File: config.mk
export PLATFORM = sky130hd
export DESIGN_NAME = ext_irq_unit
export DESIGN_NICKNAME = d
export VERILOG_FILES = /design/src/logic/ext_irq_pkg.sv /design/src/logic/ext_irq_unit.sv /design/src/logic/line_sense.sv /design/src/logic/wake_qual.sv
export SDC_FILE = /design/constraint.sdc
export NUM_CORES = 1
export LEC_CHECK = 0
export BUFFER_PORTS_ARGS = -buffer_cell sky130_fd_sc_hd__buf_2
export CAP_MARGIN = 20
export CORE_UTILIZATION = 49
export CTS_CLUSTER_SIZE = 40
export DETAILED_ROUTE_END_ITERATION = 12
export PLACE_DENSITY = 0.87
export SYNTH_ARGS = -nofsm -noshare
export SYNTH_HDL_FRONTEND = slang
export SYNTH_SLANG_ARGS = --single-unit
File: constraint.sdc
create_clock -name hclk -period 2.06 [get_ports hclk]
set_clock_uncertainty 0.15 [all_clocks]
set_input_delay 0.309 -clock hclk [delete_from_list [all_inputs] [get_ports hclk]]
set_output_delay 0.309 -clock hclk [all_outputs]
set_load 0.03 [all_outputs]
File: src/logic/ext_irq_pkg.sv
/*
  Constants for the external pin interrupt unit: register byte offsets,
  field positions, sense and vector encodings, timing constants and the
  bus state type.
  Assumes a 200 MHz hclk and a 32-bit AHB-Lite register bus.
*/
package ext_irq_pkg;

  // clock and timing
  localparam int unsigned CLK_MHZ = 200;
  localparam int unsigned WDT_PERIOD_NS = 1000;
  localparam int unsigned WDT_CYC = (WDT_PERIOD_NS * CLK_MHZ) / 1000;
  localparam int unsigned WAKE_SAMPLES = 2;
  localparam int unsigned T_INT_NS = 50;
  localparam int unsigned T_INT_CYC = (T_INT_NS * CLK_MHZ) / 1000;

  // register byte offsets
  localparam logic [31:0] OFS_MCU_CTRL = 32'h0000_0000;
  localparam logic [31:0] OFS_MCU_CTRL_STATUS = 32'h0000_0004;
  localparam logic [31:0] OFS_EXT_IRQ_ENABLE = 32'h0000_0008;
  localparam logic [31:0] OFS_EXT_IRQ_FLAGS = 32'h0000_000C;
  localparam logic [31:0] OFS_CPU_STATUS_WORD = 32'h0000_0010;
  localparam logic [31:0] OFS_EVT_STATUS = 32'h0000_0014;
  localparam logic [31:0] OFS_EVT_MASK = 32'h0000_0018;
  localparam logic [31:0] OFS_PIN_STATE = 32'h0000_001C;

  // decoded register index
  localparam logic [3:0] IDX_NONE = 4'h0;
  localparam logic [3:0] IDX_MCU_CTRL = 4'h1;
  localparam logic [3:0] IDX_MCU_CTRL_STATUS = 4'h2;
  localparam logic [3:0] IDX_EXT_IRQ_ENABLE = 4'h3;
  localparam logic [3:0] IDX_EXT_IRQ_FLAGS = 4'h4;
  localparam logic [3:0] IDX_CPU_STATUS_WORD = 4'h5;
  localparam logic [3:0] IDX_EVT_STATUS = 4'h6;
  localparam logic [3:0] IDX_EVT_MASK = 4'h7;
  localparam logic [3:0] IDX_PIN_STATE = 4'h8;

  // field positions
  localparam int unsigned BIT_LINE1 = 7;
  localparam int unsigned BIT_LINE0 = 6;
  localparam int unsigned BIT_LINE2 = 5;
  localparam int unsigned BIT_GLOBAL_EN = 7;
  localparam int unsigned BIT_LINE2_EDGE = 6;
  localparam int unsigned POS_LINE0_SENSE = 0;
  localparam int unsigned POS_LINE1_SENSE = 2;
  localparam logic [7:0] LINE_MASK = 8'hE0;
  localparam logic [7:0] RST_BYTE = 8'h00;

  // sense control codes
  localparam logic [1:0] SENSE_LOW = 2'h0;
  localparam logic [1:0] SENSE_ANY = 2'h1;
  localparam logic [1:0] SENSE_FALL = 2'h2;
  localparam logic [1:0] SENSE_RISE = 2'h3;

  // vector codes presented to the cpu
  localparam logic [1:0] VEC_NONE = 2'h0;
  localparam logic [1:0] VEC_LINE0 = 2'h1;
  localparam logic [1:0] VEC_LINE1 = 2'h2;
  localparam logic [1:0] VEC_LINE2 = 2'h3;

  // bus constants
  localparam logic [2:0] HSIZE_WORD = 3'h2;
  localparam logic HRESP_OKAY = 1'b0;

  typedef enum logic [1:0] {
    BUS_IDLE = 2'b00,
    BUS_RDWAIT = 2'b01
  } bus_state_e;

endpackage : ext_irq_pkg

File: src/logic/ext_irq_unit.sv
/*
  External pin interrupt unit: three pin lines with sense control, flags,
  enables and a fixed-priority vector request to the cpu, plus an event
  status/mask pair, a wake request and an AHB-Lite register slave.
  Assumes pins synchronous to hclk, a single AHB master, and that the cpu
  pulses vector_ack when it enters the routine of the presented vector.
*/
`timescale 1ns/1ps
`default_nettype none
// Contract
// line zero requests only with global enable and its own enable set
// line zero is sampled before edge detection; longer pulses are caught
// driver holds line zero low until the current instruction completes
// line zero sense: 00 low, 01 any change, 10 falling, 11 rising
// line two edge select zero means falling edge
// line two edge select one means rising edge; no level option
// line two edges are caught without the i/o clock; 50 ns pulses suffice
// software disables line two, changes sense, clears flag, re-enables
// enable bits: 7 line one, 6 line zero, 5 line two, with global enable
// pin activity triggers even when the pin is driven as output
// each line has its own vector
// trigger events set flags: 7 line one, 6 line zero, 5 line two
// flag plus enable plus global enable requests the line's vector
// flag clears on vector entry or on writing one; zero does nothing
// flag of a level-sensed line zero or one is held at zero
// sleep with line two disabled blocks its input, which may set its flag
// line zero/one edges need the i/o clock; low levels do not
// level wake-up needs the low level on two slow sampling ticks
// pending requests are presented line zero, then one, then two
module ext_irq_unit
  import ext_irq_pkg::*;
#(
  parameter int unsigned WAKE_TICK_CYC = WDT_CYC
) (
  input wire logic hclk,
  input wire logic hresetn,
  input wire logic hsel,
  input wire logic [31:0] haddr,
  input wire logic [1:0] htrans,
  input wire logic hwrite,
  input wire logic [2:0] hsize,
  input wire logic [31:0] hwdata,
  input wire logic hready,
  output logic [31:0] hrdata,
  output logic hreadyout,
  output logic hresp,
  input wire logic ext_irq_line_zero,
  input wire logic ext_irq_line_one,
  input wire logic ext_irq_line_two,
  input wire logic io_clk_run,
  input wire logic sleep_deep,
  input wire logic vector_ack,
  output logic irq_req,
  output logic [1:0] irq_vector,
  output logic irq,
  output logic wake_req
);

  if (T_INT_CYC < 1) begin : g_chk
    $error("ext_irq_unit: clock too slow for the line two pulse width");
  end

  function automatic logic [3:0] reg_index(input logic [31:0] a);
    logic [3:0] idx;
    idx = IDX_NONE;
    if (a == OFS_MCU_CTRL) idx = IDX_MCU_CTRL;
    else if (a == OFS_MCU_CTRL_STATUS) idx = IDX_MCU_CTRL_STATUS;
    else if (a == OFS_EXT_IRQ_ENABLE) idx = IDX_EXT_IRQ_ENABLE;
    else if (a == OFS_EXT_IRQ_FLAGS) idx = IDX_EXT_IRQ_FLAGS;
    else if (a == OFS_CPU_STATUS_WORD) idx = IDX_CPU_STATUS_WORD;
    else if (a == OFS_EVT_STATUS) idx = IDX_EVT_STATUS;
    else if (a == OFS_EVT_MASK) idx = IDX_EVT_MASK;
    else if (a == OFS_PIN_STATE) idx = IDX_PIN_STATE;
    return idx;
  endfunction : reg_index

  // registers
  logic [7:0] mcu_ctrl_r;
  logic line2_edge_select_r;
  logic [7:0] ext_irq_enable_r;
  logic [7:0] ext_irq_flags_r;
  logic [7:0] ext_irq_flags_nxt;
  logic global_en_r;
  logic [7:0] evt_status_r;
  logic [7:0] evt_status_nxt;
  logic [7:0] evt_mask_r;

  // bus state
  bus_state_e bus_st_r;
  bus_state_e bus_st_nxt;
  logic wr_pend_r;
  logic [31:0] wr_addr_r;
  logic [31:0] rd_addr_r;
  logic [31:0] hrdata_r;
  logic hreadyout_r;
  logic hresp_r;

  // outputs
  logic irq_req_r;
  logic [1:0] irq_vector_r;
  logic irq_r;
  logic wake_req_r;

  // line signals
  logic [1:0] line0_sense;
  logic [1:0] line1_sense;
  logic line0_sense_hi;
  logic line0_sense_lo;
  logic line0_lvl_mode;
  logic line1_lvl_mode;
  logic line2_in;
  logic trig0;
  logic trig1;
  logic trig2;
  logic lvl0;
  logic lvl1;
  logic lvl2;
  logic low0;
  logic low1;
  logic en0;
  logic en1;
  logic en2;
  logic req0;
  logic req1;
  logic req2;
  logic [1:0] vec_nxt;
  logic wake_lvl;
  logic [1:0] wake_low;

  // bus decode
  logic addr_phase;
  logic rd_start;
  logic wr_start;
  logic [3:0] wr_idx;
  logic [3:0] rd_idx;
  logic [7:0] wdat;
  logic wr_ctrl;
  logic wr_ctrl_status;
  logic wr_enable;
  logic wr_flags;
  logic wr_status_word;
  logic wr_mask;
  logic rd_now;
  logic [7:0] rd_byte;
  logic [7:0] flag_set;
  logic [7:0] flag_clr;
  logic [7:0] flag_hold;
  logic [7:0] ack_clr;
  logic [7:0] evt_set;
  logic [7:0] evt_clr;
  logic [7:0] pin_state;

  // ---------------- AHB-Lite slave ----------------
  assign addr_phase = hsel & hready & htrans[1];
  assign rd_start = addr_phase & ~hwrite;
  assign wr_start = addr_phase & hwrite & (hsize == HSIZE_WORD);
  assign wr_idx = reg_index(wr_addr_r);
  assign rd_idx = reg_index(rd_addr_r);
  assign wdat = hwdata[7:0];
  assign wr_ctrl = wr_pend_r & (wr_idx == IDX_MCU_CTRL);
  assign wr_ctrl_status = wr_pend_r & (wr_idx == IDX_MCU_CTRL_STATUS);
  assign wr_enable = wr_pend_r & (wr_idx == IDX_EXT_IRQ_ENABLE);
  assign wr_flags = wr_pend_r & (wr_idx == IDX_EXT_IRQ_FLAGS);
  assign wr_status_word = wr_pend_r & (wr_idx == IDX_CPU_STATUS_WORD);
  assign wr_mask = wr_pend_r & (wr_idx == IDX_EVT_MASK);
  assign rd_now = (bus_st_r == BUS_RDWAIT);

  // reads take one wait cycle so a write just before is already visible
  always_comb begin
    bus_st_nxt = bus_st_r;
    case (bus_st_r)
      BUS_IDLE: begin
        if (rd_start) bus_st_nxt = BUS_RDWAIT;
      end
      BUS_RDWAIT: begin
        bus_st_nxt = BUS_IDLE;
      end
      default: begin
        bus_st_nxt = BUS_IDLE;
      end
    endcase
  end

  assign pin_state = {lvl1, lvl0, lvl2, 3'h0, irq_vector_r};

  assign rd_byte =
    (rd_idx == IDX_MCU_CTRL) ? mcu_ctrl_r :
    (rd_idx == IDX_MCU_CTRL_STATUS) ?
      (8'h00 | (8'(line2_edge_select_r) << BIT_LINE2_EDGE)) :
    (rd_idx == IDX_EXT_IRQ_ENABLE) ? ext_irq_enable_r :
    (rd_idx == IDX_EXT_IRQ_FLAGS) ? ext_irq_flags_r :
    (rd_idx == IDX_CPU_STATUS_WORD) ?
      (8'h00 | (8'(global_en_r) << BIT_GLOBAL_EN)) :
    (rd_idx == IDX_EVT_STATUS) ? evt_status_r :
    (rd_idx == IDX_EVT_MASK) ? evt_mask_r :
    (rd_idx == IDX_PIN_STATE) ? pin_state : 8'h00;

  always_ff @(posedge hclk or negedge hresetn) begin
    if (!hresetn) begin
      bus_st_r <= BUS_IDLE;
      wr_pend_r <= 1'b0;
      wr_addr_r <= 32'h0000_0000;
      rd_addr_r <= 32'h0000_0000;
      hrdata_r <= 32'h0000_0000;
      hreadyout_r <= 1'b1;
      hresp_r <= HRESP_OKAY;
    end else begin
      bus_st_r <= bus_st_nxt;
      wr_pend_r <= wr_start;
      hreadyout_r <= (bus_st_nxt != BUS_RDWAIT);
      hresp_r <= HRESP_OKAY;
      if (wr_start) wr_addr_r <= haddr;
      if (rd_start) rd_addr_r <= haddr;
      if (rd_now) hrdata_r <= {24'h00_0000, rd_byte};
    end
  end

  // ---------------- control registers ----------------
  always_ff @(posedge hclk or negedge hresetn) begin
    if (!hresetn) begin
      mcu_ctrl_r <= RST_BYTE;
      line2_edge_select_r <= 1'b0;
      ext_irq_enable_r <= RST_BYTE;
      global_en_r <= 1'b0;
      evt_mask_r <= RST_BYTE;
    end else begin
      if (wr_ctrl) mcu_ctrl_r <= wdat;
      if (wr_ctrl_status) line2_edge_select_r <= wdat[BIT_LINE2_EDGE];
      if (wr_enable) ext_irq_enable_r <= wdat & LINE_MASK;
      if (wr_status_word) global_en_r <= wdat[BIT_GLOBAL_EN];
      if (wr_mask) evt_mask_r <= wdat & LINE_MASK;
    end
  end

  // ---------------- line sensing ----------------
  assign line0_sense_hi = mcu_ctrl_r[POS_LINE0_SENSE + 1];
  assign line0_sense_lo = mcu_ctrl_r[POS_LINE0_SENSE];
  assign line0_sense = {line0_sense_hi, line0_sense_lo};
  assign line1_sense = mcu_ctrl_r[POS_LINE1_SENSE +: 2];
  assign line0_lvl_mode = (line0_sense == SENSE_LOW);
  assign line1_lvl_mode = (line1_sense == SENSE_LOW);
  assign en0 = ext_irq_enable_r[BIT_LINE0];
  assign en1 = ext_irq_enable_r[BIT_LINE1];
  assign en2 = ext_irq_enable_r[BIT_LINE2];

  // pins are read whatever their output direction
  line_sense u_line0 (
    .hclk(hclk),
    .hresetn(hresetn),
    .pin(ext_irq_line_zero),
    .sense(line0_sense),
    .clk_run(io_clk_run),
    .trig(trig0),
    .level(lvl0)
  );

  line_sense u_line1 (
    .hclk(hclk),
    .hresetn(hresetn),
    .pin(ext_irq_line_one),
    .sense(line1_sense),
    .clk_run(io_clk_run),
    .trig(trig1),
    .level(lvl1)
  );

  // deep sleep with line two disabled turns its input buffer off
  assign line2_in = ext_irq_line_two & ~(sleep_deep & ~en2);

  // line two runs on the free clock, so the i/o clock gate does not apply
  line_sense u_line2 (
    .hclk(hclk),
    .hresetn(hresetn),
    .pin(line2_in),
    .sense({1'b1, line2_edge_select_r}),
    .clk_run(1'b1),
    .trig(trig2),
    .level(lvl2)
  );

  // low levels act straight from the pin, without the i/o clock
  assign low0 = ~ext_irq_line_zero;
  assign low1 = ~ext_irq_line_one;

  // ---------------- flags ----------------
  always_comb begin
    flag_set = 8'h00;
    flag_set[BIT_LINE0] = trig0 & ~line0_lvl_mode;
    flag_set[BIT_LINE1] = trig1 & ~line1_lvl_mode;
    flag_set[BIT_LINE2] = trig2;
    flag_hold = 8'h00;
    flag_hold[BIT_LINE0] = line0_lvl_mode;
    flag_hold[BIT_LINE1] = line1_lvl_mode;
    ack_clr = 8'h00;
    if (vector_ack) begin
      case (irq_vector_r)
        VEC_LINE0: ack_clr[BIT_LINE0] = 1'b1;
        VEC_LINE1: ack_clr[BIT_LINE1] = 1'b1;
        VEC_LINE2: ack_clr[BIT_LINE2] = 1'b1;
        default: ack_clr = 8'h00;
      endcase
    end
  end

  assign flag_clr = ack_clr | (wr_flags ? (wdat & LINE_MASK) : 8'h00);
  // a new trigger wins over a clear in the same cycle
  assign ext_irq_flags_nxt =
    ((ext_irq_flags_r & ~flag_clr) | flag_set) & ~flag_hold & LINE_MASK;

  // ---------------- requests and priority ----------------
  assign req0 = global_en_r & en0 &
                (line0_lvl_mode ? low0 : ext_irq_flags_r[BIT_LINE0]);
  assign req1 = global_en_r & en1 &
                (line1_lvl_mode ? low1 : ext_irq_flags_r[BIT_LINE1]);
  assign req2 = global_en_r & en2 & ext_irq_flags_r[BIT_LINE2];

  assign vec_nxt = req0 ? VEC_LINE0 :
                   req1 ? VEC_LINE1 :
                   req2 ? VEC_LINE2 : VEC_NONE;

  // ---------------- event status, mask and wake ----------------
  always_comb begin
    evt_set = 8'h00;
    evt_set[BIT_LINE0] = trig0;
    evt_set[BIT_LINE1] = trig1;
    evt_set[BIT_LINE2] = trig2;
  end

  assign evt_clr = (rd_now && rd_idx == IDX_EVT_STATUS) ? evt_status_r : 8'h00;
  assign evt_status_nxt = (evt_status_r & ~evt_clr) | evt_set;

  assign wake_low = {line1_lvl_mode & en1 & low1, line0_lvl_mode & en0 & low0};

  wake_qual #(
    .TICK_CYC(WAKE_TICK_CYC),
    .SAMPLES(WAKE_SAMPLES),
    .LINES(2)
  ) u_wake (
    .hclk(hclk),
    .hresetn(hresetn),
    .low(wake_low),
    .wake(wake_lvl)
  );

  always_ff @(posedge hclk or negedge hresetn) begin
    if (!hresetn) begin
      ext_irq_flags_r <= RST_BYTE;
      evt_status_r <= RST_BYTE;
      irq_req_r <= 1'b0;
      irq_vector_r <= VEC_NONE;
      irq_r <= 1'b0;
      wake_req_r <= 1'b0;
    end else begin
      ext_irq_flags_r <= ext_irq_flags_nxt;
      evt_status_r <= evt_status_nxt;
      irq_req_r <= req0 | req1 | req2;
      irq_vector_r <= vec_nxt;
      irq_r <= |(evt_status_nxt & evt_mask_r);
      wake_req_r <= wake_lvl | (trig2 & en2);
    end
  end

  assign hrdata = hrdata_r;
  assign hreadyout = hreadyout_r;
  assign hresp = hresp_r;
  assign irq_req = irq_req_r;
  assign irq_vector = irq_vector_r;
  assign irq = irq_r;
  assign wake_req = wake_req_r;

endmodule : ext_irq_unit
`default_nettype wire

File: src/logic/line_sense.sv
/*
  One interrupt line: samples the pin once per clock and turns the sense
  code into a one-cycle trigger pulse.
  Assumes the pin is synchronous to hclk.
*/
`timescale 1ns/1ps
`default_nettype none
module line_sense
  import ext_irq_pkg::*;
(
  input wire logic hclk,
  input wire logic hresetn,
  input wire logic pin,
  input wire logic [1:0] sense,
  input wire logic clk_run,
  output logic trig,
  output logic level
);
  logic pin_r;
  logic prev_r;
  logic rise;
  logic fall;

  always_ff @(posedge hclk or negedge hresetn) begin
    if (!hresetn) begin
      pin_r <= 1'b1;
      prev_r <= 1'b1;
    end else begin
      pin_r <= pin;
      prev_r <= pin_r;
    end
  end

  assign rise = pin_r & ~prev_r;
  assign fall = prev_r & ~pin_r;
  assign level = pin_r;
  // low sense reports the onset of the low level
  assign trig = clk_run & ((sense == SENSE_ANY) ? (rise | fall) :
                (sense == SENSE_RISE) ? rise : fall);

endmodule : line_sense
`default_nettype wire

File: src/logic/wake_qual.sv
/*
  Wake-up qualifier for level-sensed lines: a divider makes the slow
  sampling tick and a low level must be seen on consecutive ticks.
  Assumes inputs are already gated by enable and level sense.
*/
`timescale 1ns/1ps
`default_nettype none
module wake_qual
  import ext_irq_pkg::*;
#(
  parameter int unsigned TICK_CYC = WDT_CYC,
  parameter int unsigned SAMPLES = WAKE_SAMPLES,
  parameter int unsigned LINES = 2
) (
  input wire logic hclk,
  input wire logic hresetn,
  input wire logic [LINES-1:0] low,
  output logic wake
);
  localparam int unsigned DW = $clog2(TICK_CYC + 1);
  localparam int unsigned SW = $clog2(SAMPLES + 1);
  logic [DW-1:0] div_r;
  logic tick;
  logic [LINES-1:0] hit;

  if (TICK_CYC < 2 || SAMPLES < 1) begin : g_chk
    $error("wake_qual: bad tick or sample count");
  end

  assign tick = (div_r == DW'(TICK_CYC - 1));

  always_ff @(posedge hclk or negedge hresetn) begin
    if (!hresetn) div_r <= '0;
    else div_r <= tick ? '0 : div_r + 1'b1;
  end

  for (genvar i = 0; i < LINES; i++) begin : g_line
    logic [SW-1:0] cnt_r;
    always_ff @(posedge hclk or negedge hresetn) begin
      if (!hresetn) cnt_r <= '0;
      else if (!low[i]) cnt_r <= '0;
      else if (tick && cnt_r != SW'(SAMPLES)) cnt_r <= cnt_r + 1'b1;
    end
    // the closing sample must itself see the low level, not only the earlier ones
    assign hit[i] = tick && low[i] && (cnt_r == SW'(SAMPLES - 1));
  end

  assign wake = |hit;

endmodule : wake_qual
`default_nettype wire

* Word level (Yosys, flattened, before mapping)
Cells that the tools add are included.
Word-level totals: word-level logic and storage cells 197, flip-flop bits (word level) 126, input bits 80
Operators by class: eq/ne operators 45, add/sub/neg operators 3, bitwise logic cells 62, reductions and logical operators 14, muxes and demuxes 47
Operators by type and width (count):
- $eq 32x5->1 const B | 8
- $eq 32x4->1 const B | 4
- $mux 8 | 12
- $eq 32x3->1 const B | 2
- $logic_not 32->1 | 2
- $mux 4 | 16
- $and 1x1->1 | 34
- $and 8x8->8 | 4
- $eq 4x3->1 const B | 7
- $not 8->8 | 3
- $or 8x8->8 | 3
- $mux 2 | 9
- $eq 4x2->1 const B | 4
- $not 1->1 | 13
- $eq 2x1->1 const B | 6
- $mux 1 | 10
- $add 8x1->8 const B | 1
- $eq 2x2->1 const B | 4
- $eq 4x1->1 const B | 2
- $eq 8x8->1 const B | 1
- $ne 2x2->1 const B | 4
- $reduce_or 8->1 | 1
- $logic_and 1x1->1 | 7
- $logic_not 2->1 | 3
- 6 further kinds | 11

* Logic depth before layout (Yosys ltp)
Gate-level depths: netlist of run 1.
word-level depth 18, depth in mapped cells 7

* Cells and area by module
A second synthesis of run 1 with hierarchy kept.
Unflattened totals: cell total of the unflattened synthesis 536, area, all modules 5799.3 um^2
By module, submodules not included:
- ext_irq_unit | seq. area each 2703.8 um^2, cells each 437, instances 1, area each 4753.3 um^2
- wake_qual | seq. area each 300.3 um^2, cells each 66, instances 1, area each 678.2 um^2
- line_sense | seq. area each 52.6 um^2, cells each 11, instances 3, area each 122.6 um^2

* Worst setup path after synthesis of run 1
OpenSTA, ideal clock, no wires.
path type flip-flop to flip-flop, start point register wr_addr_r[30], end point register ext_irq_enable_r[5], slack -0.025 ns, arrival 1.809 ns, cell stages (with the launch flop) 6, buffers on the path 0, data required time 1.785 ns, period minus slack after synthesis 2.085 ns, cell sequence dfrtp_1 -> nor4_2 -> nand4_1 -> or4b_4 -> nor2b_4 -> mux2_4
Between the ends: word-level cells in the longest chain between the ends 11, elaborated cells on any way between the ends 18, those cells by class eq/ne (8); mux (8); bitwise (1); reduce/logical (1)
RTL lines:
- start: declaration | line ext_irq_unit.sv:92 | logic [31:0] wr_addr_r;
- start signal: assignment | line ext_irq_unit.sv:212 | if (wr_start) wr_addr_r <= haddr;
- $eq 32x5->1 | line ext_irq_unit.sv:73 | else if (a == OFS_PIN_STATE) idx = IDX_PIN_STATE;
- $mux 4 | line ext_irq_unit.sv:73
- $mux 4 | line ext_irq_unit.sv:72 | else if (a == OFS_EVT_MASK) idx = IDX_EVT_MASK;
- $mux 4 | line ext_irq_unit.sv:71 | else if (a == OFS_EVT_STATUS) idx = IDX_EVT_STATUS;
- $mux 4 | line ext_irq_unit.sv:70 | else if (a == OFS_CPU_STATUS_WORD) idx = IDX_CPU_STATUS_WORD;
- $mux 4 | line ext_irq_unit.sv:69 | else if (a == OFS_EXT_IRQ_FLAGS) idx = IDX_EXT_IRQ_FLAGS;
- $mux 4 | line ext_irq_unit.sv:68 | else if (a == OFS_EXT_IRQ_ENABLE) idx = IDX_EXT_IRQ_ENABLE;
- $mux 4 | line ext_irq_unit.sv:67 | else if (a == OFS_MCU_CTRL_STATUS) idx = IDX_MCU_CTRL_STATUS;
- $mux 4 * | line ext_irq_unit.sv:66 | if (a == OFS_MCU_CTRL) idx = IDX_MCU_CTRL;
- $eq 4x2->1 * | line ext_irq_unit.sv:162 | assign wr_enable = wr_pend_r & (wr_idx == IDX_EXT_IRQ_ENABLE);
- $and 1x1->1 * | line ext_irq_unit.sv:162
- end signal: assignment | line ext_irq_unit.sv:229 | if (wr_enable) ext_irq_enable_r <= wdat & LINE_MASK;
- end: declaration | line ext_irq_unit.sv:80 | logic [7:0] ext_irq_enable_r;
Mark *: on every way between the ends. The rest lies on a longest branch, timed or not. A chain may end at the register's enable or synchronous reset.

* Worst setup path after layout of run 1
start point register wr_addr_r[27], end point register ext_irq_enable_r[5]
Same word-level chain as after synthesis.

==> results.md, run 1 <==
- Detailed-placement wirelength estimate: 9087 µm
- Failing checks: setup timing
- Flop2flop setup slack: -230 ps
- Register-to-Register Path Depth: 5
- PwrDens: 924.6 nW/µm²
- DRC viols: 0
- Clock Sinks: 126
- Synth cell types: 58
- Place WS: -210.9 ps
- CTS H-tree depth: 4
- RSZ-0062 raised after global routing: true
- R2r endpoint: ext_irq_enable_r[5]
- Post-synthesis adder-cell area fraction: 0.01984
- GR Layer Usage met3: 0.06995
- Vias in the first global route: 4607
- Core ar.: 11080 µm²
- Post-synth EDFFs: 0
- Grt ovf: 0
- CTS tree: done
- Hold Slack: 110.5 ps
- Latest clock arrival within the worst-skew pair: 410 ps
- Rows: 38
- Vias: 4387
- Clock Tree Root: clkbuf_16
- Share of the synthesized area in the top cell type: 0.5246
- Critical path endpoint category: flip-flop
- Leakage: 0.003676 µW
- DP Cell Count: 732
- Mean Syn Cell Area: 11.04 µm²
- 1st-iter DRT viols: 264
- Slew @ Worst Pin: 671.1 ps
- Layout cells sized above 1: 0.3328
- Setup Crit Path Kind: reg -> reg
- Synth Cell Area: 5677 µm²
- Crit path cell chain: nor4_2 -> nand4_1 -> or4b_4 -> nor2b_4 -> mux2_4
- DRT Pass-1 Iters: 5
- Hold_sp: hwdata[5]
- Compound-Gate Fraction of Synth Area: 0.06524
- Drt wl/cell: 18.04 µm
- Ant diodes: 0
- Maximum capacitance violations: 0
- Final setup violation count: 33
- Yosys top cell by area: dfrtp_1
- I/O Buffers: 68
- Die Height: 109.6 µm
- Largest net degree at the start of global routing: 43
- Most frequent cells in the layout: nand2_1 (119), dfrtp_1 (119), buf_2 (67)
- Layout filler cell count: 759
- First-pass GRT wire length: 22850 µm
- Hold Crit Endpoint: evt_mask_r[5]
- Starting Density: 0.5124
- CP peak stage delay: 600 ps
- Clk slew on worst S/H paths: 60 ps
- Layout Cells excl Fill: 810
- Max Freq: 437.3 MHz
- Fin. max-slew vios: 0
- Register area share after synthesis: 0.5570
- M2 GR Usage: 0.4569
- Peak supply drop: 0.0007574 V
- Gr usage total: 0.2574
- Crit path max fanout: 3
- Element type at the critical path start: flip-flop
- Largest family of logic cells by synthesized area: simple AND/OR/NAND/NOR gates
- Nets@finish: 747
- Met1 Use GR: 0.3023
- Post-Synthesis Cells: 514
- Final Cycle Share: 1.110
- Dominant synthesized flop cell: dfrtp_1
- Post-DRT Antenna Nets: 0
- WHS Path Cells: 2
- Crit-path slowest cell: or4b_4
- GRT busiest layer: met2
- Final hold violation count: 0
- Status: finished with violations
- Ports: 119
- Worst relative slew slack: 0.5526
- Number of vias per cell: 5.416
- Initial antenna violation count: 0
- Area growth from synthesis to layout: 33.68%
- Syn. warnings: 0
- Register bit total from synthesis: 126
- Placer Congestion: 0.8643
- Crit path DAT: 2430 ps
- Data required, critical path: 2200 ps
- Hold crit path type: in -> reg
- Synth Area in Simple Gates: 0.1799
- CTS buffer count: 17
- Synth area leaders: dfrtp_1 (52%), mux2_2 (8.3%), nand2_1 (8.1%)
- Setup ws final: -226.9 ps
- Total wire length: 14610 µm
- Synth Area in XOR/XNOR: 0.01080
- Clock Tree Buf Depth: 2
- Die width: 109.6 µm
- Die footprint: 12020 µm²
- FF-to-FF Start: wr_addr_r[27]
- Multiplexer area fraction after synthesis: 0.1117
- Tmin final: 2287 ps
- Post-synth ARST share: 1.000
per-layer routing:
layer,share of wire,vias to the layer above
met5,0,-
met4,0.016,0
met3,0.051,29
met2,0.54,158
met1,0.39,2195
li1,-,2005
critical path, delay by kind of cell (launching register included):
kind | cells | cell delay [ps]
muxes | 1 | 320
DFF | 1 | 380
and+or+nand+nor | 4 | 1310
worst max-delay path by stage:
stage	cells past startpoint	to	startpoint	slack, ps
after global routing	5	ext_irq_enable_r[5]	wr_addr_r[30]	-280
after floorplan	5	ext_irq_enable_r[5]	wr_addr_r[21]	-20
after CTS	5	ext_irq_enable_r[5]	wr_addr_r[30]	-230
after global placement	5	ext_irq_enable_r[5]	wr_addr_r[18]	-150
after detailed placement	5	ext_irq_enable_r[5]	wr_addr_r[30]	-210
final	5	ext_irq_enable_r[5]	wr_addr_r[27]	-230
state kept, by name, indices dropped and copies added (netlist names), 2 cells and up:
register and flops:
u_wake.g_line.cnt_r 4, rd_addr_r 32, ext_irq_flags_r 3, hrdata 8
evt_status_r 8, wr_addr_r 32, irq_vector 2, mcu_ctrl_r 8
evt_mask_r 3, u_wake.div_r 8, ext_irq_enable_r 3, bus_st_r 2
what timing repair did:
action                                  in CTS  in global routing
gates resized for setup                     28                 23
cloned                                       0                  0
setup buffers                                2                  3
pin swaps                                   18                 14
hold buffers                                42                  0
endpoints found under the hold margin       82                  0
endpoints found under the setup margin      34                 40
where the power goes:
| part | total [µW] | leakage [µW] | switching (µW) | internal, µW |
|---|---|---|---|---|
| clock | 3220 | 0.000310 | 1120 | 2090 |
| combinational | 816 | 0.00178 | 409 | 407 |
| sequential | 2980 | 0.00159 | 249 | 2740 |
layout make-up:
type | instances | area [µm²] | area share
repair buffers | 140 | 1052 | 0.1387
well taps | 140 | 175.2 | 0.02308
clock buffers | 19 | 452.9 | 0.05969
clock inverters | 12 | 185.2 | 0.02440
flip-flops and latches | 126 | 3162 | 0.4167
inverters | 18 | 67.56 | 0.008904
multi-input cells | 355 | 2494 | 0.3286
Yosys cell counts (all sizes together) (2+ instances only):
| master | n |
|---|---|
| nor2 | 13 |
| o31ai | 2 |
| a21o | 3 |
| inv | 18 |
| xnor2 | 5 |
| nand4 | 5 |
| o21ai | 17 |
| clkbuf | 12 |
| ha | 9 |
| buf | 28 |
| o211ai | 2 |
| mux2i | 6 |
| o2bb2ai | 2 |
| a221o | 2 |
| nand3 | 13 |
| nor4 | 13 |
| nand2b | 4 |
| or4 | 2 |
| nand3b | 3 |
| nor3b | 2 |
| mux2 | 48 |
| and3 | 2 |
| a22o | 3 |
| nor3 | 3 |
| or3 | 3 |
| nor2b | 5 |
| a21oi | 8 |
| xor2 | 2 |
| nor4b | 2 |
| o22a | 2 |
| a32oi | 2 |
| dfstp | 7 |
| o221ai | 2 |
| a21boi | 3 |
| or4b | 2 |
| nand2 | 122 |
| and2 | 8 |
| dfrtp | 119 |
cells by family (layout without fill, tap and decap cells):
logic type                 Yosys count  after routing
AOI/OAI and AO/OA                   54             54
xor gates and xnor gates             7              7
adders and majority gates            9              9
buffers and inverters               58            189
DFF                                126            126
muxes                               55             55
other                                1             26
and+or+nand+nor                    204            204
stage by stage:
step / setup TNS, ps / instance area [µm²] / utilization / total power (µW)
4_1_cts: -4671 / 7467 / 0.6740 / 6979
3_3_place_gp: -2446 / 6270 / 0.5660 / 3619
5_1_grt: -5789 / 7589 / 0.6850 / 7252
2_1_floorplan: -71.55 / 5771 / - / 3410
6_report: -3547 / 7589 / 0.6850 / 7016
3_5_place_dp: -3977 / 6270 / 0.5660 / 3674
Power figures use the tool's default switching activity.
==> run 2, diff against run 1 <==
- BUFFER_PORTS_ARGS: -buffer_cell sky130_fd_sc_hd__buf_2 -> -buffer_cell sky130_fd_sc_hd__clkbuf_2
- MAX_ROUTING_LAYER: unset -> met4
- RECOVER_POWER: unset -> 25
==> run 2 against run 1 <==
Compared with the run above: critical endpoint is now ext_irq_enable_r[7]; the flow still finishes with violations (setup timing); via count is 0.48% lower; sequential cell count stayed put; clock power is 6.8% lower; largest cell class unchanged; non-clock buffer count is 3 lower; utilization is 1.1 points lower; combinational power is 2.6% lower; final area is 1.5% lower; worst setup slack better by 8.8 ps; global-route usage is 0.83 points lower; largest power group unchanged; clock-buffer cell count is 5 higher; first-iteration DRC count is 20% lower.
==> results.md, run 2 (same netlist as run 1, synthesis figures left out) <==
- DRT Pass-1 Iters: 7 (+2)
- Area growth from synthesis to layout: 31.61%
- Clock Sinks: 126 (unchanged)
- PwrDens: 906.3 nW/µm² (-2.0%)
- Fin. max-slew vios: 0 (unchanged)
- RSZ-0062 raised after global routing: true
- CTS H-tree depth: 4 (unchanged)
- Die width: 109.6 µm (unchanged)
- Critical path endpoint category: flip-flop
- Nets@finish: 744 (-0.40%)
- DP Cell Count: 732 (unchanged)
- Leakage: 0.003590 µW (-2.3%)
- Clk slew on worst S/H paths: 50 ps (about the same)
- Final setup violation count: 16 (-52%)
- Detailed-placement wirelength estimate: 8894 µm (-2.1%)
- Initial antenna violation count: 0 (unchanged)
- Setup ws final: -218.1 ps (+8.824 ps)
- Ant diodes: 0 (unchanged)
- 1st-iter DRT viols: 212 (-20%)
- Hold Slack: 22.99 ps (-87.53 ps)
- Final Cycle Share: 1.106 (-0.004283)
- Status: finished with violations
- Gr usage total: 0.2491 (-0.008271)
- Data required, critical path: 2200 ps (about the same)
- Final core utilization: 0.6744 (-0.01062)
- Crit path DAT: 2420 ps (about the same)
- Die Height: 109.6 µm (unchanged)
- Drt wl/cell: 16.60 µm (-8.0%)
- Top Registers: rd_addr_r x32, wr_addr_r x32
- Vias in the first global route: 4555 (-1.1%)
- Post-DRT Antenna Nets: 0 (unchanged)
- Commonest non-fill, non-tap cell in the layout: nand2_1
- Core ar.: 11080 µm² (unchanged)
- Largest net degree at the start of global routing: 66 (+53%)
- I/O Buffers: 68 (unchanged)
- Element type at the critical path start: flip-flop
- Ports: 119 (unchanged)
- Rows: 38 (unchanged)
- Clock Tree Buf Depth: 2 (unchanged)
- Layout cells sized above 1: 0.3133 (-0.01949)
- Maximum capacitance violations: 0 (unchanged)
- Worst relative slew slack: 0.1297 (-0.4229)
- Hold crit path type: in -> reg
- Latest clock arrival within the worst-skew pair: 410 ps (about the same)
- Max Freq: 439.0 MHz (+0.39%)
- Most frequent cells in the layout: nand2_1 (120), dfrtp_1 (119), clkbuf_2 (62)
- Die footprint: 12020 µm² (unchanged)
- CTS buffer count: 17 (unchanged)
- First-pass GRT wire length: 21660 µm (-5.2%)
- WHS Path Cells: 3 (+1)
- Register-to-Register Path Depth: 5 (unchanged)
- Final hold violation count: 0 (unchanged)
- Tmin final: 2278 ps (-8.824 ps)
- CTS tree: done
- Failing checks: setup timing
- Placement-stage cell area: 6257 µm² (-0.20%)
- Place WS: -198.5 ps (+12.44 ps)
- Peak supply drop: 0.0008861 V (+17%)
- Number of vias per cell: 5.410 (-0.11%)
- DRC viols: 0 (unchanged)
- Starting Density: 0.5124 (unchanged)
- Slew @ Worst Pin: 1305 ps (+634.4 ps)
- Layout Cells excl Fill: 807 (-0.37%)
- Finished Cell Area: 7471 µm² (-1.5%)
- Vias: 4366 (-0.48%)
- Setup Crit Path Kind: reg -> reg
- Total wire length: 13400 µm (-8.3%)
- Grt ovf: 0 (unchanged)
- Placer Congestion: 0.9073 (+5.0%)
- Clock Tree Root: clkbuf_16
- Crit path max fanout: 3 (unchanged)
## run 2: cell types whose count changed in the layout (fill, tap and decap cells not counted), sizes merged
cell / before / now
inv: 19 / 18
dlygate4sd3: 42 / 41
clkbuf: 19 / 95
clkinv: 6 / 4
clkinvlp: 1 / 0
bufinv: 4 / 3
buf: 98 / 25
## run 2: layer usage
layer	track usage	vias up	wire length, µm
met4	0.07619	0	172
met1	0.2921	2194	5520
met5	-	-	0
met2	0.4187	152	6982
met3	0.06817	17	724
li1	-	2003	-
## run 2: power breakdown
group | switching, µW | internal (µW)
Clock | 1010 | 1980
Sequential | 242 | 2740
Combinational | 390 | 405
Total | 1650 | 5120
## run 2: path summary, 6_finish.rpt
kind	start	end	slack, ps
hold / removal	haddr[24]	wr_addr_r[24]	20
hold reg to reg	u_line2.level	u_line2.prev_r	270
min in group asynchronous	hresetn	u_wake.g_line[0].cnt_r[1]	450
max in group asynchronous	hresetn	u_line2.prev_r	230
setup reg to reg	wr_addr_r[18]	ext_irq_enable_r[7]	-220
setup / recovery	wr_addr_r[18]	ext_irq_enable_r[7]	-220
## run 2: area by class of cell
type	instances	area, µm²
fillers	779	3607
flip-flops and latches	126	3162
multi-input cells	355	2496
repair buffers	137	978.4
clock buffers	24	481.7
well taps	140	175.2
clock inverters	7	110.1
inverters	18	67.56
## run 2: repair_timing
item / in CTS / in global routing
pin swaps: 5 / 24
setup endpoints to repair: 29 / 39
setup buffers: 1 / 2
hold buffers: 41 / 0
resized for setup: 13 / 34
endpoints found under the hold margin: 166 / 0
## run 2: critical path, cell delays in order, from the launching register on
cell and delay (ps):
dfrtp_1 410, nor4_2 340, nand4_1 190, or4b_4 560
nor2b_4 200, mux2_4 320
## run 2: per-stage QoR
stage / power (µW) / TNS (ps)
floorplan: 3410 / -71.55
global placement: 3616 / -2279
detailed placement: 3666 / -3028
CTS: 6754 / -1276
global route: 7031 / -4440
finish: 6771 / -2636
